[src/rtl/jisp_consts.vh]
/*
  Constants for the identification scan path:
  instruction codes, register widths and reset values.
  Assumes plain Verilog-2005 inclusion by bare name.
*/
`ifndef JISP_CONSTS_VH
`define JISP_CONSTS_VH

`define JISP_IR_W          4
`define JISP_IR_IDCODE     4'h1
`define JISP_IR_BYPASS     4'hF
`define JISP_IR_CAPTURE    4'h1
`define JISP_ID_W          32
// arbitrary identification value; it names no maker or part
`define JISP_ID_VALUE      32'h1234A0B3
`define JISP_TRST_TMS_ONES 5

`endif

[src/rtl/jisp_scan_path.v]
/*
  Boundary-scan data-register path limited to the identification and
  bypass registers, with a compact TAP controller. TCK, TMS and TDI
  come from an external host on another clock domain; core_clk
  oversamples them and acts on TCK edges. TDO data leaves through a
  two-entry buffer towards the pin driver, which may stall.
*/
`timescale 1ns/100ps
`include "jisp_consts.vh"

module jisp_scan_path #(
  parameter [31:0] ID_VALUE = `JISP_ID_VALUE  // arbitrary value
) (
  input  wire        core_clk,
  input  wire        reset,
  input  wire        tck,
  input  wire        tms,
  input  wire        tdi,
  output wire        tdo_valid,
  input  wire        tdo_ready,
  output reg         tdo,
  output reg         tdo_oe_n,
  output reg  [3:0]  ir_out,
  output reg         id_selected
);

  // =========================================================
  // tap states, one-hot
  localparam [15:0] S_TLR = 16'h0001, S_RTI = 16'h0002,
                    S_SDR = 16'h0004, S_CDR = 16'h0008,
                    S_SHD = 16'h0010, S_E1D = 16'h0020,
                    S_PDR = 16'h0040, S_E2D = 16'h0080,
                    S_UDR = 16'h0100, S_SIR = 16'h0200,
                    S_CIR = 16'h0400, S_SHI = 16'h0800,
                    S_E1I = 16'h1000, S_PIR = 16'h2000,
                    S_E2I = 16'h4000, S_UIR = 16'h8000;

  // =========================================================
  // decoding for the output stage; selects_id also feeds the data-register updates
  function is_shift_state;
    input [15:0] state;
    begin
      is_shift_state = (state == S_SHD) | (state == S_SHI);
    end
  endfunction

  function selects_id;
    input [3:0] code;
    begin
      selects_id = (code == `JISP_IR_IDCODE);
    end
  endfunction

  // =========================================================
  // input synchronisers
  reg  [2:0]  tck_s1_reg;
  reg  [2:0]  tck_s2_reg;
  reg         tck_d_reg;
  wire        tck_rise;
  wire        tck_fall;
  wire        tms_s;
  wire        tdi_s;

  // tms and tdi share the flops of tck, so all three stay aligned
  always @(posedge core_clk) begin
    if (reset) begin
      tck_s1_reg <= 3'h0;
      tck_s2_reg <= 3'h0;
      tck_d_reg  <= 1'b0;
    end else begin
      tck_s1_reg <= {tdi, tms, tck};
      tck_s2_reg <= tck_s1_reg;
      tck_d_reg  <= tck_s2_reg[0];
    end
  end
  assign tck_rise = tck_s2_reg[0] & ~tck_d_reg;
  assign tck_fall = ~tck_s2_reg[0] & tck_d_reg;
  assign tms_s    = tck_s2_reg[1];
  assign tdi_s    = tck_s2_reg[2];

  // =========================================================
  // tap controller
  reg  [15:0] state_reg;
  reg  [15:0] state_next;

  always @* begin
    case (state_reg)
      S_TLR:   state_next = tms_s ? S_TLR : S_RTI;
      S_RTI:   state_next = tms_s ? S_SDR : S_RTI;
      S_SDR:   state_next = tms_s ? S_SIR : S_CDR;
      S_CDR:   state_next = tms_s ? S_E1D : S_SHD;
      S_SHD:   state_next = tms_s ? S_E1D : S_SHD;
      S_E1D:   state_next = tms_s ? S_UDR : S_PDR;
      S_PDR:   state_next = tms_s ? S_E2D : S_PDR;
      S_E2D:   state_next = tms_s ? S_UDR : S_SHD;
      S_UDR:   state_next = tms_s ? S_SDR : S_RTI;
      S_SIR:   state_next = tms_s ? S_TLR : S_CIR;
      S_CIR:   state_next = tms_s ? S_E1I : S_SHI;
      S_SHI:   state_next = tms_s ? S_E1I : S_SHI;
      S_E1I:   state_next = tms_s ? S_UIR : S_PIR;
      S_PIR:   state_next = tms_s ? S_E2I : S_PIR;
      S_E2I:   state_next = tms_s ? S_UIR : S_SHI;
      S_UIR:   state_next = tms_s ? S_SDR : S_RTI;
      default: state_next = S_TLR;
    endcase
  end

  // =========================================================
  // instruction and data registers
  reg  [3:0]  ir_sh_reg;
  reg  [31:0] id_sh_reg;
  reg         byp_reg;
  wire        id_sel;
  wire        serial_in;

  assign id_sel    = selects_id(ir_out);
  // deliberate: identification shift ignores tdi entirely
  assign serial_in = id_sel ? 1'b1 : tdi_s;

  always @(posedge core_clk) begin
    if (reset) begin
      state_reg   <= S_TLR;
      ir_sh_reg   <= 4'h0;
      ir_out      <= `JISP_IR_IDCODE;
      id_sh_reg   <= 32'h0;
      byp_reg     <= 1'b0;
      id_selected <= 1'b1;
    end else begin
      // status level, one core_clk behind ir_out
      id_selected <= id_sel;
      if (tck_rise) begin
        state_reg <= state_next;
        // every pass through test-logic-reset restores the default
        case (state_reg)
          S_TLR:   ir_out <= `JISP_IR_IDCODE;
          S_CIR:   ir_sh_reg <= `JISP_IR_CAPTURE;
          S_SHI:   ir_sh_reg <= {tdi_s, ir_sh_reg[3:1]};
          S_CDR: begin
            id_sh_reg <= ID_VALUE;
            byp_reg   <= 1'b0;
          end
          S_SHD: begin
            if (id_sel)
              id_sh_reg <= {serial_in, id_sh_reg[31:1]};
            byp_reg <= tdi_s;
          end
          // update-dr: id has no parallel latch, nothing is loaded
          S_UDR:   id_sh_reg <= id_sh_reg;
          S_UIR:   ir_out <= ir_sh_reg;
          default: ir_out <= ir_out;
        endcase
      end
    end
  end

  // =========================================================
  // tdo two-entry buffer; a stall keeps up to two bits queued, a third is dropped
  reg  [1:0]  buf_data_reg;
  reg  [1:0]  buf_cnt_reg;
  reg         shifting_reg;
  wire        push;
  wire        pop;
  wire        bit_out;

  assign bit_out = (state_reg == S_SHI) ? ir_sh_reg[0] :
                   id_sel ? id_sh_reg[0] : byp_reg;
  // limitation: tck cannot be held back, so a bit pushed while both
  // entries are full is dropped; the pin side must keep up
  assign push = tck_fall & shifting_reg & (buf_cnt_reg != 2'h2);
  assign pop  = tdo_valid & tdo_ready;
  assign tdo_valid = (buf_cnt_reg != 2'h0);

  always @(posedge core_clk) begin
    if (reset) begin
      buf_data_reg <= 2'h0;
      buf_cnt_reg  <= 2'h0;
      shifting_reg <= 1'b0;
      tdo          <= 1'b0;
      tdo_oe_n     <= 1'b1;
    end else begin
      if (tck_rise)
        shifting_reg <= is_shift_state(state_next);
      // tdo_oe_n falls with the first pop and rises once shifting ends
      if (pop) begin
        tdo      <= buf_data_reg[0];
        tdo_oe_n <= 1'b0;
      end else if (tck_fall & ~shifting_reg) begin
        tdo_oe_n <= 1'b1;
      end
      case ({push, pop})
        2'b10: begin
          buf_data_reg[buf_cnt_reg[0]] <= bit_out;
          buf_cnt_reg <= buf_cnt_reg + 2'h1;
        end
        2'b01: begin
          buf_data_reg <= {1'b0, buf_data_reg[1]};
          buf_cnt_reg  <= buf_cnt_reg - 2'h1;
        end
        2'b11: begin
          if (buf_cnt_reg == 2'h1)
            buf_data_reg[0] <= bit_out;
          else
            buf_data_reg <= {bit_out, buf_data_reg[1]};
        end
        default: buf_cnt_reg <= buf_cnt_reg;
      endcase
    end
  end

endmodule // jisp_scan_path

[config.mk]
export PLATFORM = sky130hd
export DESIGN_NAME = jisp_scan_path
export DESIGN_NICKNAME = d
export VERILOG_FILES = /design/src/rtl/jisp_scan_path.v
export VERILOG_INCLUDE_DIRS = /design/src /design/src/rtl
export SDC_FILE = /design/constraint.sdc
export NUM_CORES = 1
export LEC_CHECK = 0
export ABC_AREA = 1
export BUFFER_PORTS_ARGS = -buffer_cell sky130_fd_sc_hd__buf_2
export CORE_MARGIN = 2
export CORE_UTILIZATION = 53
export DETAILED_ROUTE_END_ITERATION = 8
export PLACE_DENSITY = 0.76
export SYNTH_ARGS = -nofsm -noshare
export SYNTH_HDL_FRONTEND = slang
export SYNTH_SLANG_ARGS = --single-unit
[constraint.sdc]
create_clock -name core_clk -period 4 [get_ports core_clk]
set_input_delay 0.2 -clock core_clk [delete_from_list [all_inputs] [get_ports core_clk]]
set_output_delay 0.2 -clock core_clk [all_outputs]
set_load 0.01 [all_outputs]
==> tab_implementation.tex, run 1 <==
\begin{tabular}{lr}
\hline
Metric & Value \\
\hline
\multicolumn{2}{l}{\textbf{Logic synthesis}} \\
\quad Number of cells produced by synthesis & 460 \\
\quad Top post-synthesis cells by area & dfxtp\_1 44\%, nand2\_1 12\%, a21oi\_1 9.6\% \\
\quad Ranking of synthesized cells by instance count & 109 x nand2\_1, 72 x dfxtp\_1, 63 x a21oi\_1 \\
\quad Mean instance size in the synthesized netlist & 7.124 sq um \\
\quad Number of enable-type register cells in the synthesized netlist & 0 \\
\quad Synthesized cell area & 3277 sq um \\
\quad Yosys warning count & 0 \\
\quad Asr flop ratio synth & 0 \\
\quad Number of nets produced by synthesis & 472 \\
\quad Proportion of synthesized chip area in sequential cells & 0.4399 \\
\quad Biggest area consumer among synthesized cells & dfxtp\_1 \\
\quad Most numerous cell in the Yosys netlist & nand2\_1 \\
\quad Yosys top cell area share & 0.4399 \\
\quad Distinct cell type count after synthesis & 29 \\
\quad Dominant synthesized flop cell & dfxtp\_1 \\
\quad Post-synthesis register bit count & 72 \\
\multicolumn{2}{l}{\textbf{Critical path}} \\
\quad Worst path required time & 4220 ps \\
\quad CP max-delay cell & clkinv\_2 \\
\quad Data arrival time of the critical path & 2530 ps \\
\quad Worst path top cell family by delay & simple AND/OR/NAND/NOR gates \\
\quad Peak per-stage delay on the critical path & 490 ps \\
\quad Maximum fanout encountered on the critical timing path & 33 \\
\quad Critical path capture point type & flop \\
\quad Sort of element at the start of the critical path & flop \\
\quad Critical path, cell by cell & nor2\_2 -> nand2\_2 -> nor2\_8 -> nand2\_4 -> o21ai\_2 -> nand2\_2 -> clkinv\_2 -> o21ai\_1 -> a21oi\_1 \\
\quad Worst Path Class, Setup & reg2reg \\
\quad Cell repeated most along the worst path & nand2\_2 \\
\quad Count of buffering cells on the critical path with inverters included & 1 \\
\multicolumn{2}{l}{\textbf{Cells and area}} \\
\quad Flip-flop count of the largest register after layout & 32 \\
\quad Number of filler cells placed in the layout & 557 \\
\quad P\&R area growth vs syn & 8.782\% \\
\quad Number of inserted diodes & 0 \\
\quad Fin area & 3565 sq um \\
\quad Share of layout cells above drive strength 1 & 0.09574 \\
\quad Final Net Count & 477 \\
\multicolumn{2}{l}{\textbf{Power and ir drop}} \\
\quad Proportion of total power due to net switching & 0.2361 \\
\quad Total power density per cell area & 401.0 nW/um\^{}2 \\
\quad Peak supply drop & 0.3136 mV \\
\quad Cell-internal power & 1.092 mW \\
\quad Combinational Power Share & 0.043 \\
\quad Fraction of power consumed by sequential logic & 0.510 \\
\quad Switching power summed over all nets & 337.4 uW \\
\quad Clock share of power & 0.448 \\
\quad Leakage power total & 1.405 nW \\
\multicolumn{2}{l}{\textbf{Timing}} \\
\quad Maximum operating frequency & 433.0 MHz \\
\quad Hold violation total from the final report & 0 \\
\quad Final total negative setup slack & 0 ps \\
\quad Final setup violating endpoints & 0 \\
\quad Unrepaired setup endpoints after global routing & no \\
\quad Fin crit period & 2310 ps \\
\quad Max-slew headroom & 0.4233 \\
\quad Final max-slew violation count & 0 \\
\quad Worst clock skew & 8.999 ps \\
\quad Transition time at the pin with the least slew margin & 861.8 ps \\
\quad Period utilisation layout & 0.5774 \\
\multicolumn{2}{l}{\textbf{Clock network}} \\
\quad Number of buffers created by CTS & 9 \\
\quad Clock slew at the register clock pins of the worst setup and hold paths & 80 ps \\
\quad Root Driver & clkbuf\_8 \\
\quad CTS Sinks & 72 \\
\quad Number of buffers inserted to repair setup after CTS & 0 \\
\quad Clock tree from TritonCTS & done \\
\quad Post-cts repair resize count & 0 \\
\quad H-Tree Level Count & 3 \\
\quad Maximum number of buffers from clock root to sink & 2 \\
\quad Clock latency on the worst-skew pair & 360 ps \\
\quad Hold-fix buffers, CTS & 0 \\
\multicolumn{2}{l}{\textbf{GRT}} \\
\quad Most congested layer reported by global routing & met2 \\
\quad GR met2 Demand/Resource & 0.3677 \\
\quad Largest net degree at the start of global routing & 64 \\
\quad Residual overflow from global routing & 0 \\
\quad Antenna violations before repair & 0 \\
\quad Met1 usage & 0.2520 \\
\quad Via count of the first global-routing pass & 2,597 \\
\quad Global-route wire length before repair & 11,180 microns \\
\quad Met3 global-route usage & 0.04783 \\
\quad GR Util All Layers & 0.2171 \\
\multicolumn{2}{l}{\textbf{Status}} \\
\quad Run status & complete, no violations \\
\multicolumn{2}{l}{\textbf{Drt}} \\
\quad Number of vias per cell after detailed routing & 5.356 \\
\quad Final Routed Wirelength & 6817 microns \\
\quad Final routed DRC violation total & 0 \\
\quad Final ANT Viol Nets & 0 \\
\quad 1st-iter DRT viols & 219 \\
\quad DR pass1 iterations & 5 \\
\quad Routed wire per std cell & 12.51 microns \\
\quad Via count & 2,919 \\
\multicolumn{2}{l}{\textbf{Floorplanning}} \\
\quad Chip width & 82.63 microns \\
\quad Effective utilization at floorplan & 0.5502 \\
\quad Die Outline Area & 6828 sq um \\
\quad Vert. Die Dim & 82.63 microns \\
\quad Boundary pin count & 14 \\
\quad \# rows & 28 \\
\quad Core Footprint & 5956 sq um \\
\multicolumn{2}{l}{\textbf{Placed design}} \\
\quad Area of placed instances & 3346 sq um \\
\quad Routability congestion estimate from global placement & 0.8303 \\
\quad Port bufs & 13 \\
\quad DP HPWL & 4503 microns \\
\multicolumn{2}{l}{\textbf{Worst hold path}} \\
\quad Worst Hold Class & in2reg \\
\multicolumn{2}{l}{\textbf{Job}} \\
\quad Number of maximum-capacitance violations & 0 \\
\hline
\end{tabular}
## metal layers
metal | wire length, microns | share of wire
met5 | 0 | 0
met4 | 184 | 0.027
met3 | 170 | 0.025
met2 | 3307 | 0.49
met1 | 3154 | 0.46
## cell families (layout without fill, tap and decap cells)
| group | count (synthesis) | in the layout | share of synthesized area |
|---|---|---|---|
| xor gates and xnor gates | 2 | 2 | 0.005347 |
| adders and majority gates | 6 | 6 | 0.02291 |
| DFF | 72 | 72 | 0.4399 |
| and+or+nand+nor | 221 | 221 | 0.2971 |
| buffers and inverters | 63 | 73 | 0.08056 |
| AOI/OAI and AO/OA | 96 | 96 | 0.1543 |
## placed cells by master, fill, tap and decap left out
master      synthesis  final
clkbuf_1           17      1
clkinv_2            1      1
nor3b_1             1      1
nor2_2              7      7
o21ai_0            12     12
ha_1                6      6
nand2_4             2      2
inv_6               0      1
clkinv_1            3      3
a211oi_1            1      1
o21ai_1            11     11
nand4_4             1      1
inv_1              38     38
a31oi_1             1      1
nand4_1             5      5
clkbuf_8            0      9
nor2_8              1      1
a21oi_1            63     63
dfxtp_1            72     72
xnor2_1             1      1
nand3_1            42     42
clkinvlp_4          0      3
xor2_1              1      1
o211ai_1            3      3
o21a_1              4      4
nand2_1           109    109
nor3_1              3      3
buf_4               1      2
nor2_1             48     48
o21ai_2             1      1
nand2_2             2      2
bufinv_16           0      2
buf_2               0     13
## worst min-delay path: stages
cell and delay [ps]:
buf_2 70, inv_1 30, nor2_1 60
## power groups by stage
stage,Combinational (mW),Sequential (mW),Clock (mW)
CTS,0.0615,0.728,0.647
global placement,0.0605,0.745,0
floorplan,0.0481,0.743,0
detailed placement,0.0611,0.745,0
global route,0.0696,0.729,0.674
finish,0.0608,0.728,0.640
## through the flow
stage | setup WS, ps | instances | total power, mW | hold WS, ps | util
final | 1690 | 545 | 1.429 | 34.20 | 0.5985
after global routing | 1398 | 545 | 1.473 | 37.47 | 0.5985
after CTS | 1676 | 545 | 1.437 | 32.14 | 0.5985
after detailed placement | 1673 | 529 | 0.8064 | 400.8 | 0.5618
after global placement | 1749 | 529 | 0.8053 | 398.9 | 0.5618
after floorplan | 2337 | 460 | 0.7914 | 307.0 | -
## final timing paths
check | from | endpoint | slack [ps] | cells after the start
setup / recovery | state_reg[9] | id_sh_reg[5] | 1690 | 9
hold / removal | tdi | tck_s1_reg[2] | 30 | 3
hold reg to reg | tck_s1_reg[1] | tck_s2_reg[1] | 410 | 2
setup reg to reg | state_reg[9] | id_sh_reg[5] | 1690 | 9
## final cells by class
type,instances,area [sq um],area share
clock buffers,10,127.6,0.03580
clock inverters,6,91.34,0.02562
inverters,42,158.9,0.04458
multi-input cells,325,1572,0.4409
flip-flops and latches,72,1441,0.4044
well taps,75,93.84,0.02633
repair buffers,15,80.08,0.02246
No activity file was read; power rests on OpenSTA's default activity.
==> run 2, diff against run 1 <==
==> constraint.sdc (replaced) <==
create_clock -name core_clk -period 2.2 [get_ports core_clk]
set_input_delay 0.11 -clock core_clk [delete_from_list [all_inputs] [get_ports core_clk]]
set_output_delay 0.11 -clock core_clk [all_outputs]
set_load 0.01 [all_outputs]
==> tab_implementation.tex, run 2 (same netlist as run 1, synthesis figures left out) <==
\begin{tabular}{lr}
\hline
Metric & Value \\
\hline
\multicolumn{2}{l}{\textbf{Clock network}} \\
\quad Clock slew at the register clock pins of the worst setup and hold paths & 80 ps (about the same) \\
\quad H-Tree Level Count & 3 (unchanged) \\
\quad Root Driver & clkbuf\_8 \\
\quad Number of buffers created by CTS & 9 (unchanged) \\
\quad Maximum number of buffers from clock root to sink & 2 (unchanged) \\
\quad CTS Sinks & 72 (unchanged) \\
\quad Clock latency on the worst-skew pair & 350 ps (about the same) \\
\quad Clock tree from TritonCTS & done \\
\multicolumn{2}{l}{\textbf{Critical path}} \\
\quad Sort of element at the start of the critical path & flop \\
\quad Length in cells of the worst reg-to-reg path & 9 (unchanged) \\
\quad Setup slack of the worst register-to-register path & 340 ps (-1350 ps) \\
\quad Peak per-stage delay on the critical path & 430 ps (-60 ps) \\
\quad Worst path required time & 2480 ps (-1740 ps) \\
\quad Worst Path Class, Setup & reg2reg \\
\quad Startpoint of the worst-slack reg-to-reg timing path & buf\_cnt\_reg[0] \\
\quad Data arrival time of the critical path & 2140 ps (-390 ps) \\
\quad Count of buffering cells on the critical path with inverters included & 2 (+1) \\
\quad Maximum fanout encountered on the critical timing path & 5 (-85\%) \\
\quad CP max-delay cell & dfxtp\_1 \\
\quad Number of cells on the critical path & 9 (unchanged) \\
\quad Worst path top cell family by delay & compound AO/OA/AOI/OAI gates \\
\quad Critical path capture point type & flop \\
\quad Launch point of the worst path & buf\_cnt\_reg[0] \\
\quad Critical path, cell by cell & inv\_1 -> ha\_1 -> nor3\_1 -> inv\_1 -> ha\_1 -> a21oi\_1 -> o21a\_1 -> o211ai\_1 -> a21oi\_1 \\
\multicolumn{2}{l}{\textbf{Timing}} \\
\quad Transition time at the pin with the least slew margin & 617.4 ps (-244.4 ps) \\
\quad Maximum operating frequency & 536.9 MHz (+24\%) \\
\quad Final setup violating endpoints & 0 (unchanged) \\
\quad Fin crit period & 1862 ps (-447.2 ps) \\
\quad Final total negative setup slack & 0 ps (unchanged) \\
\quad Unrepaired setup endpoints after global routing & no \\
\quad Hold violation total from the final report & 0 (unchanged) \\
\quad Final max-slew violation count & 0 (unchanged) \\
\quad Period utilisation layout & 0.8465 (+0.2691) \\
\quad Max-slew headroom & 0.5884 (+0.1650) \\
\quad Worst hold slack after final layout & 171.5 ps (+137.3 ps) \\
\quad Worst clock skew & 10.49 ps (+1.492 ps) \\
\multicolumn{2}{l}{\textbf{Floorplanning}} \\
\quad Vert. Die Dim & 82.63 microns (unchanged) \\
\quad Chip width & 82.63 microns (unchanged) \\
\quad Die Outline Area & 6828 sq um (unchanged) \\
\quad Effective utilization at floorplan & 0.5502 (unchanged) \\
\quad Core Footprint & 5956 sq um (unchanged) \\
\quad \# rows & 28 (unchanged) \\
\quad Boundary pin count & 14 (unchanged) \\
\multicolumn{2}{l}{\textbf{Cells and area}} \\
\quad Flip-flop count of the largest register after layout & 32 (unchanged) \\
\quad P\&R area growth vs syn & 12.18\% \\
\quad Most common cell after layout, fill and taps aside & nand2\_1 \\
\quad Area taken by multi-input logic gates & 1572 sq um (unchanged) \\
\quad Share of layout cells above drive strength 1 & 0.1065 (+0.01073) \\
\quad Final Net Count & 486 (+1.9\%) \\
\quad Number of filler cells placed in the layout & 530 (-4.8\%) \\
\quad Final instance count without filler cells & 554 (+1.7\%) \\
\quad Commonest cells after routing, fill and taps aside & 109 x nand2\_1, 72 x dfxtp\_1, 63 x a21oi\_1, 48 x nor2\_1, 42 x nand3\_1 \\
\quad Number of inserted diodes & 0 (unchanged) \\
\quad Sequential cell area & 1441 sq um (unchanged) \\
\multicolumn{2}{l}{\textbf{Power and ir drop}} \\
\quad Pwr Total & 2.705 mW (+89\%) \\
\quad Leakage power total & 1.468 nW (+4.5\%) \\
\quad Peak supply drop & 0.8167 mV (+160\%) \\
\quad Total power density per cell area & 735.8 nW/um\^{}2 (+84\%) \\
\multicolumn{2}{l}{\textbf{Drt}} \\
\quad Routed wire per std cell & 12.01 microns (-4.0\%) \\
\quad DR pass1 iterations & 7 (+2) \\
\quad Final Routed Wirelength & 6653 microns (-2.4\%) \\
\quad 1st-iter DRT viols & 158 (-28\%) \\
\quad Via count & 2,923 (+0.14\%) \\
\quad Final routed DRC violation total & 0 (unchanged) \\
\quad Final ANT Viol Nets & 0 (unchanged) \\
\quad Number of vias per cell after detailed routing & 5.276 (-1.5\%) \\
\multicolumn{2}{l}{\textbf{GRT}} \\
\quad Antenna violations before repair & 0 (unchanged) \\
\quad Largest net degree at the start of global routing & 63 (-1.6\%) \\
\quad GR Util All Layers & 0.2171 (about the same) \\
\quad Residual overflow from global routing & 0 (unchanged) \\
\quad Global-route wire length before repair & 11,360 microns (+1.5\%) \\
\quad Via count of the first global-routing pass & 2,622 (+0.96\%) \\
\multicolumn{2}{l}{\textbf{Placed design}} \\
\quad Routability congestion estimate from global placement & 0.8668 (+4.4\%) \\
\quad Placed cell count & 535 (+1.1\%) \\
\quad DP HPWL & 4470 microns (-0.72\%) \\
\quad Port bufs & 13 (unchanged) \\
\multicolumn{2}{l}{\textbf{Worst hold path}} \\
\quad Worst Hold Class & in2reg \\
\quad Number of instances on the worst hold path & 4 (+1) \\
\multicolumn{2}{l}{\textbf{Job}} \\
\quad Number of maximum-capacitance violations & 0 (unchanged) \\
\multicolumn{2}{l}{\textbf{Status}} \\
\quad Run status & complete, no violations \\
\hline
\end{tabular}
==> run 2: cell count changes in the layout (fill, tap and decap cells not counted) <==
cell and change:
buf_12 +1, clkinvlp_4 -2, dlygate4sd3_1 +3, clkinv_4 +1, bufinv_16 +1, buf_4 +5
==> run 2: through the flow <==
stage,cell area (sq um),worst slack [ps],util
6_report,3676,337.6,0.6172
5_1_grt,3676,85.07,0.6172
4_1_cts,3676,334.8,0.6172
3_5_place_dp,3403,345.4,0.5714
3_3_place_gp,3403,394.2,0.5714
2_1_floorplan,3277,536.7,-
==> run 2: metal layers <==
metal,share of wire,vias up,GRT usage
met5,0,-,0
met1,0.46,1325,0.2595
met2,0.48,64,0.3685
li1,-,1523,-
met4,0.014,0,0.07377
met3,0.043,11,0.06848
==> run 2: repair_timing <==
| item | 4_1_cts | 5_1_grt |
|---|---|---|
| buffers inserted | 0 | 0 |
| resized for setup | 0 | 0 |
| hold endpoints to repair | 3 | 0 |
| hold buffers | 3 | 0 |
==> run 2: worst register-to-register path, stage by stage (launching register included) <==
cell	delay (ps)
dfxtp_1	430
inv_1	110
ha_1	220
nor3_1	250
inv_1	100
ha_1	200
a21oi_1	120
o21a_1	150
o211ai_1	90
a21oi_1	130
==> run 2: how the worst min path moves through the flow <==
stage              start       endpoint  slack (ps)
6_report       tdo_ready       tdo_oe_n         170
5_1_grt            reset       tdo_oe_n         220
3_5_place_dp         tck  tck_s1_reg[0]         320
2_1_floorplan        tck  tck_s1_reg[0]         220
3_3_place_gp         tms  tck_s1_reg[1]         310
4_1_cts        tdo_ready       tdo_oe_n         170
==> run 2: area by class of cell <==
cell class,count,area share
multi-input combinational,325,0.4275
sequential,72,0.3921
timing repair buffer,24,0.04561
inverter,42,0.04323
clock buffer,10,0.03472
clock inverter,6,0.03131
tap,75,0.02553
==> run 2: power breakdown <==
group	switching, mW	internal [mW]	leakage, nW
sequential	0.00824	1.31	0.582
clock	0.501	0.759	0.117
combinational	0.0859	0.0369	0.769
==> run 3, diff against run 2 <==
==> constraint.sdc (replaced) <==
create_clock -name core_clk -period 1.9 [get_ports core_clk]
set_input_delay 0.095 -clock core_clk [delete_from_list [all_inputs] [get_ports core_clk]]
set_output_delay 0.095 -clock core_clk [all_outputs]
set_load 0.01 [all_outputs]
==> tab_implementation.tex, run 3 (same netlist as run 1, synthesis figures left out) <==
\begin{tabular}{lr}
\hline
Metric & Value \\
\hline
\multicolumn{2}{l}{\textbf{Status}} \\
\quad Run status & complete, no violations \\
\multicolumn{2}{l}{\textbf{Drt}} \\
\quad Number of vias per cell after detailed routing & 5.320 (+0.83\%) \\
\quad Via count & 2,958 (+1.2\%) \\
\quad Final Routed Wirelength & 6768 microns (+1.7\%) \\
\quad DR pass1 iterations & 5 (-2) \\
\quad 1st-iter DRT viols & 198 (+25\%) \\
\quad Final ANT Viol Nets & 0 (unchanged) \\
\quad Final routed DRC violation total & 0 (unchanged) \\
\quad Routed wire per std cell & 12.17 microns (+1.4\%) \\
\multicolumn{2}{l}{\textbf{Floorplanning}} \\
\quad Vert. Die Dim & 82.63 microns (unchanged) \\
\quad Boundary pin count & 14 (unchanged) \\
\quad Chip width & 82.63 microns (unchanged) \\
\quad \# rows & 28 (unchanged) \\
\quad Core Footprint & 5956 sq um (unchanged) \\
\quad Die Outline Area & 6828 sq um (unchanged) \\
\quad Effective utilization at floorplan & 0.5502 (unchanged) \\
\multicolumn{2}{l}{\textbf{Worst hold path}} \\
\quad Worst Hold Class & in2reg \\
\multicolumn{2}{l}{\textbf{Timing}} \\
\quad Period utilisation layout & 0.9151 (+0.06858) \\
\quad Hold violation total from the final report & 0 (unchanged) \\
\quad Maximum operating frequency & 575.1 MHz (+7.1\%) \\
\quad Final max-slew violation count & 0 (unchanged) \\
\quad Unrepaired setup endpoints after global routing & no \\
\quad Final setup violating endpoints & 0 (unchanged) \\
\quad Final total negative setup slack & 0 ps (unchanged) \\
\quad Worst clock skew & 5.120 ps (-5.370 ps) \\
\quad Transition time at the pin with the least slew margin & 548.5 ps (-68.89 ps) \\
\quad Fin crit period & 1739 ps (-123.7 ps) \\
\quad Max-slew headroom & 0.6304 (+0.04206) \\
\multicolumn{2}{l}{\textbf{Critical path}} \\
\quad Peak per-stage delay on the critical path & 380 ps (-50 ps) \\
\quad Worst path required time & 2190 ps (-290 ps) \\
\quad Critical path capture point type & flop \\
\quad CP max-delay cell & dfxtp\_2 \\
\quad Sort of element at the start of the critical path & flop \\
\quad Worst path top cell family by delay & compound AO/OA/AOI/OAI gates \\
\quad Data arrival time of the critical path & 2030 ps (-110 ps) \\
\quad Count of buffering cells on the critical path with inverters included & 2 (unchanged) \\
\quad Maximum fanout encountered on the critical timing path & 5 (unchanged) \\
\quad Worst Path Class, Setup & reg2reg \\
\quad Critical path, cell by cell & inv\_1 -> ha\_1 -> nor3\_2 -> inv\_1 -> ha\_1 -> a21oi\_1 -> o21a\_1 -> o211ai\_1 -> a21oi\_1 \\
\multicolumn{2}{l}{\textbf{Cells and area}} \\
\quad Layout Utilization & 0.6116 (-0.005672) \\
\quad P\&R area growth vs syn & 11.15\% \\
\quad Flip-flop count of the largest register after layout & 32 (unchanged) \\
\quad Final Net Count & 488 (+0.41\%) \\
\quad Commonest cells after routing, fill and taps aside & 107 x nand2\_1, 71 x dfxtp\_1, 63 x a21oi\_1, 48 x nor2\_1, 42 x nand3\_1 \\
\quad Number of inserted diodes & 0 (unchanged) \\
\quad Fin area & 3642 sq um (-0.92\%) \\
\quad Most common cell after layout, fill and taps aside & nand2\_1 \\
\quad Share of layout cells above drive strength 1 & 0.1227 (+0.01619) \\
\multicolumn{2}{l}{\textbf{GRT}} \\
\quad Largest net degree at the start of global routing & 33 (-48\%) \\
\quad Via count of the first global-routing pass & 2,559 (-2.4\%) \\
\quad Residual overflow from global routing & 0 (unchanged) \\
\quad Antenna violations before repair & 0 (unchanged) \\
\quad GR Util All Layers & 0.2095 (-0.007587) \\
\quad Global-route wire length before repair & 11,030 microns (-2.9\%) \\
\multicolumn{2}{l}{\textbf{Clock network}} \\
\quad Root Driver & clkbuf\_8 \\
\quad Clock slew at the register clock pins of the worst setup and hold paths & 80 ps (about the same) \\
\quad H-Tree Level Count & 3 (unchanged) \\
\quad Maximum number of buffers from clock root to sink & 2 (unchanged) \\
\quad Number of buffers inserted to repair setup after CTS & 0 (unchanged) \\
\quad Number of buffers created by CTS & 9 (unchanged) \\
\quad CTS Sinks & 72 (unchanged) \\
\quad Clock latency on the worst-skew pair & 350 ps (about the same) \\
\quad Clock tree from TritonCTS & done \\
\multicolumn{2}{l}{\textbf{Job}} \\
\quad Number of maximum-capacitance violations & 0 (unchanged) \\
\multicolumn{2}{l}{\textbf{Placed design}} \\
\quad DP HPWL & 4645 microns (+3.9\%) \\
\quad Port bufs & 13 (unchanged) \\
\quad Routability congestion estimate from global placement & 0.8752 (+0.97\%) \\
\quad Area of placed instances & 3418 sq um (+0.44\%) \\
\multicolumn{2}{l}{\textbf{Power and ir drop}} \\
\quad Pwr Total & 2.781 mW (+2.8\%) \\
\quad Peak supply drop & 0.5442 mV (-33\%) \\
\quad Leakage power total & 1.444 nW (-1.6\%) \\
\quad Total power density per cell area & 763.6 nW/um\^{}2 (+3.8\%) \\
\hline
\end{tabular}
[run 3: cell count changes in the layout (fill, tap and decap cells not counted), sizes merged]
cell	previous run	this run
clkinv	5	6
clkinvlp	1	2
buf	21	23
clkbuf	10	9
inv	39	41
bufinv	3	0
[run 3: worst reg2reg max path, stage by stage, from the launching register on]
cell and delay, ps:
dfxtp_2 380, inv_1 90, ha_1 210, nor3_2 200, inv_1 90, ha_1 200
a21oi_1 120, o21a_1 160, o211ai_1 100, a21oi_1 130
[run 3: per-stage QoR]
step           cells  hold WS (ps)  setup slack, ps
2_1_floorplan    460         202.0            236.7
3_3_place_gp     537         295.0            107.1
3_5_place_dp     537         299.9            77.32
4_1_cts          556         77.82            54.40
5_1_grt          556         78.11            33.75
6_report         556         74.28            161.3
[run 3: path summary, 6_finish.rpt]
path	from	to	slack (ps)	depth (start not counted)
hold reg to reg	tck_s1_reg[2]	tck_s2_reg[2]	420	2
setup reg to reg	buf_cnt_reg[0]	flop	160	9
setup / recovery	buf_cnt_reg[0]	flop	160	9
hold / removal	reset	state_reg[8]	70	2
[run 3: what timing repair did]
| action | CTS | global route |
|---|---|---|
| resized for setup | 0 | 7 |
| endpoints found under the setup margin | 0 | 35 |
| hold buffers | 3 | 0 |
| hold endpoints to repair | 3 | 0 |
[run 3: report_power, final]
| group | leakage (nW) | switching (mW) | internal [mW] | total (mW) |
|---|---|---|---|---|
| Clock | 0.0862 | 0.623 | 0.484 | 1.11 |
| Sequential | 0.582 | 0.00941 | 1.52 | 1.53 |
| Combinational | 0.776 | 0.0996 | 0.0442 | 0.144 |
[run 3: layout make-up]
| class | count | area (sq um) |
|---|---|---|
| clock buffers | 9 | 123.9 |
| clock inverters | 7 | 55.05 |
| fillers | 530 | 2313 |
| inverters | 42 | 162.7 |
| multi-input cells | 325 | 1582 |
| flip-flops and latches | 72 | 1443 |
| well taps | 75 | 93.84 |
| repair buffers | 26 | 182.7 |
[run 3: metal layers]
metal | track usage | share of wire | vias up
met4 | 0.05410 | 0.0068 | 0
met2 | 0.3645 | 0.51 | 60
li1 | - | - | 1528
met1 | 0.2517 | 0.44 | 1364
met5 | 0 | 0 | -
met3 | 0.06304 | 0.042 | 6
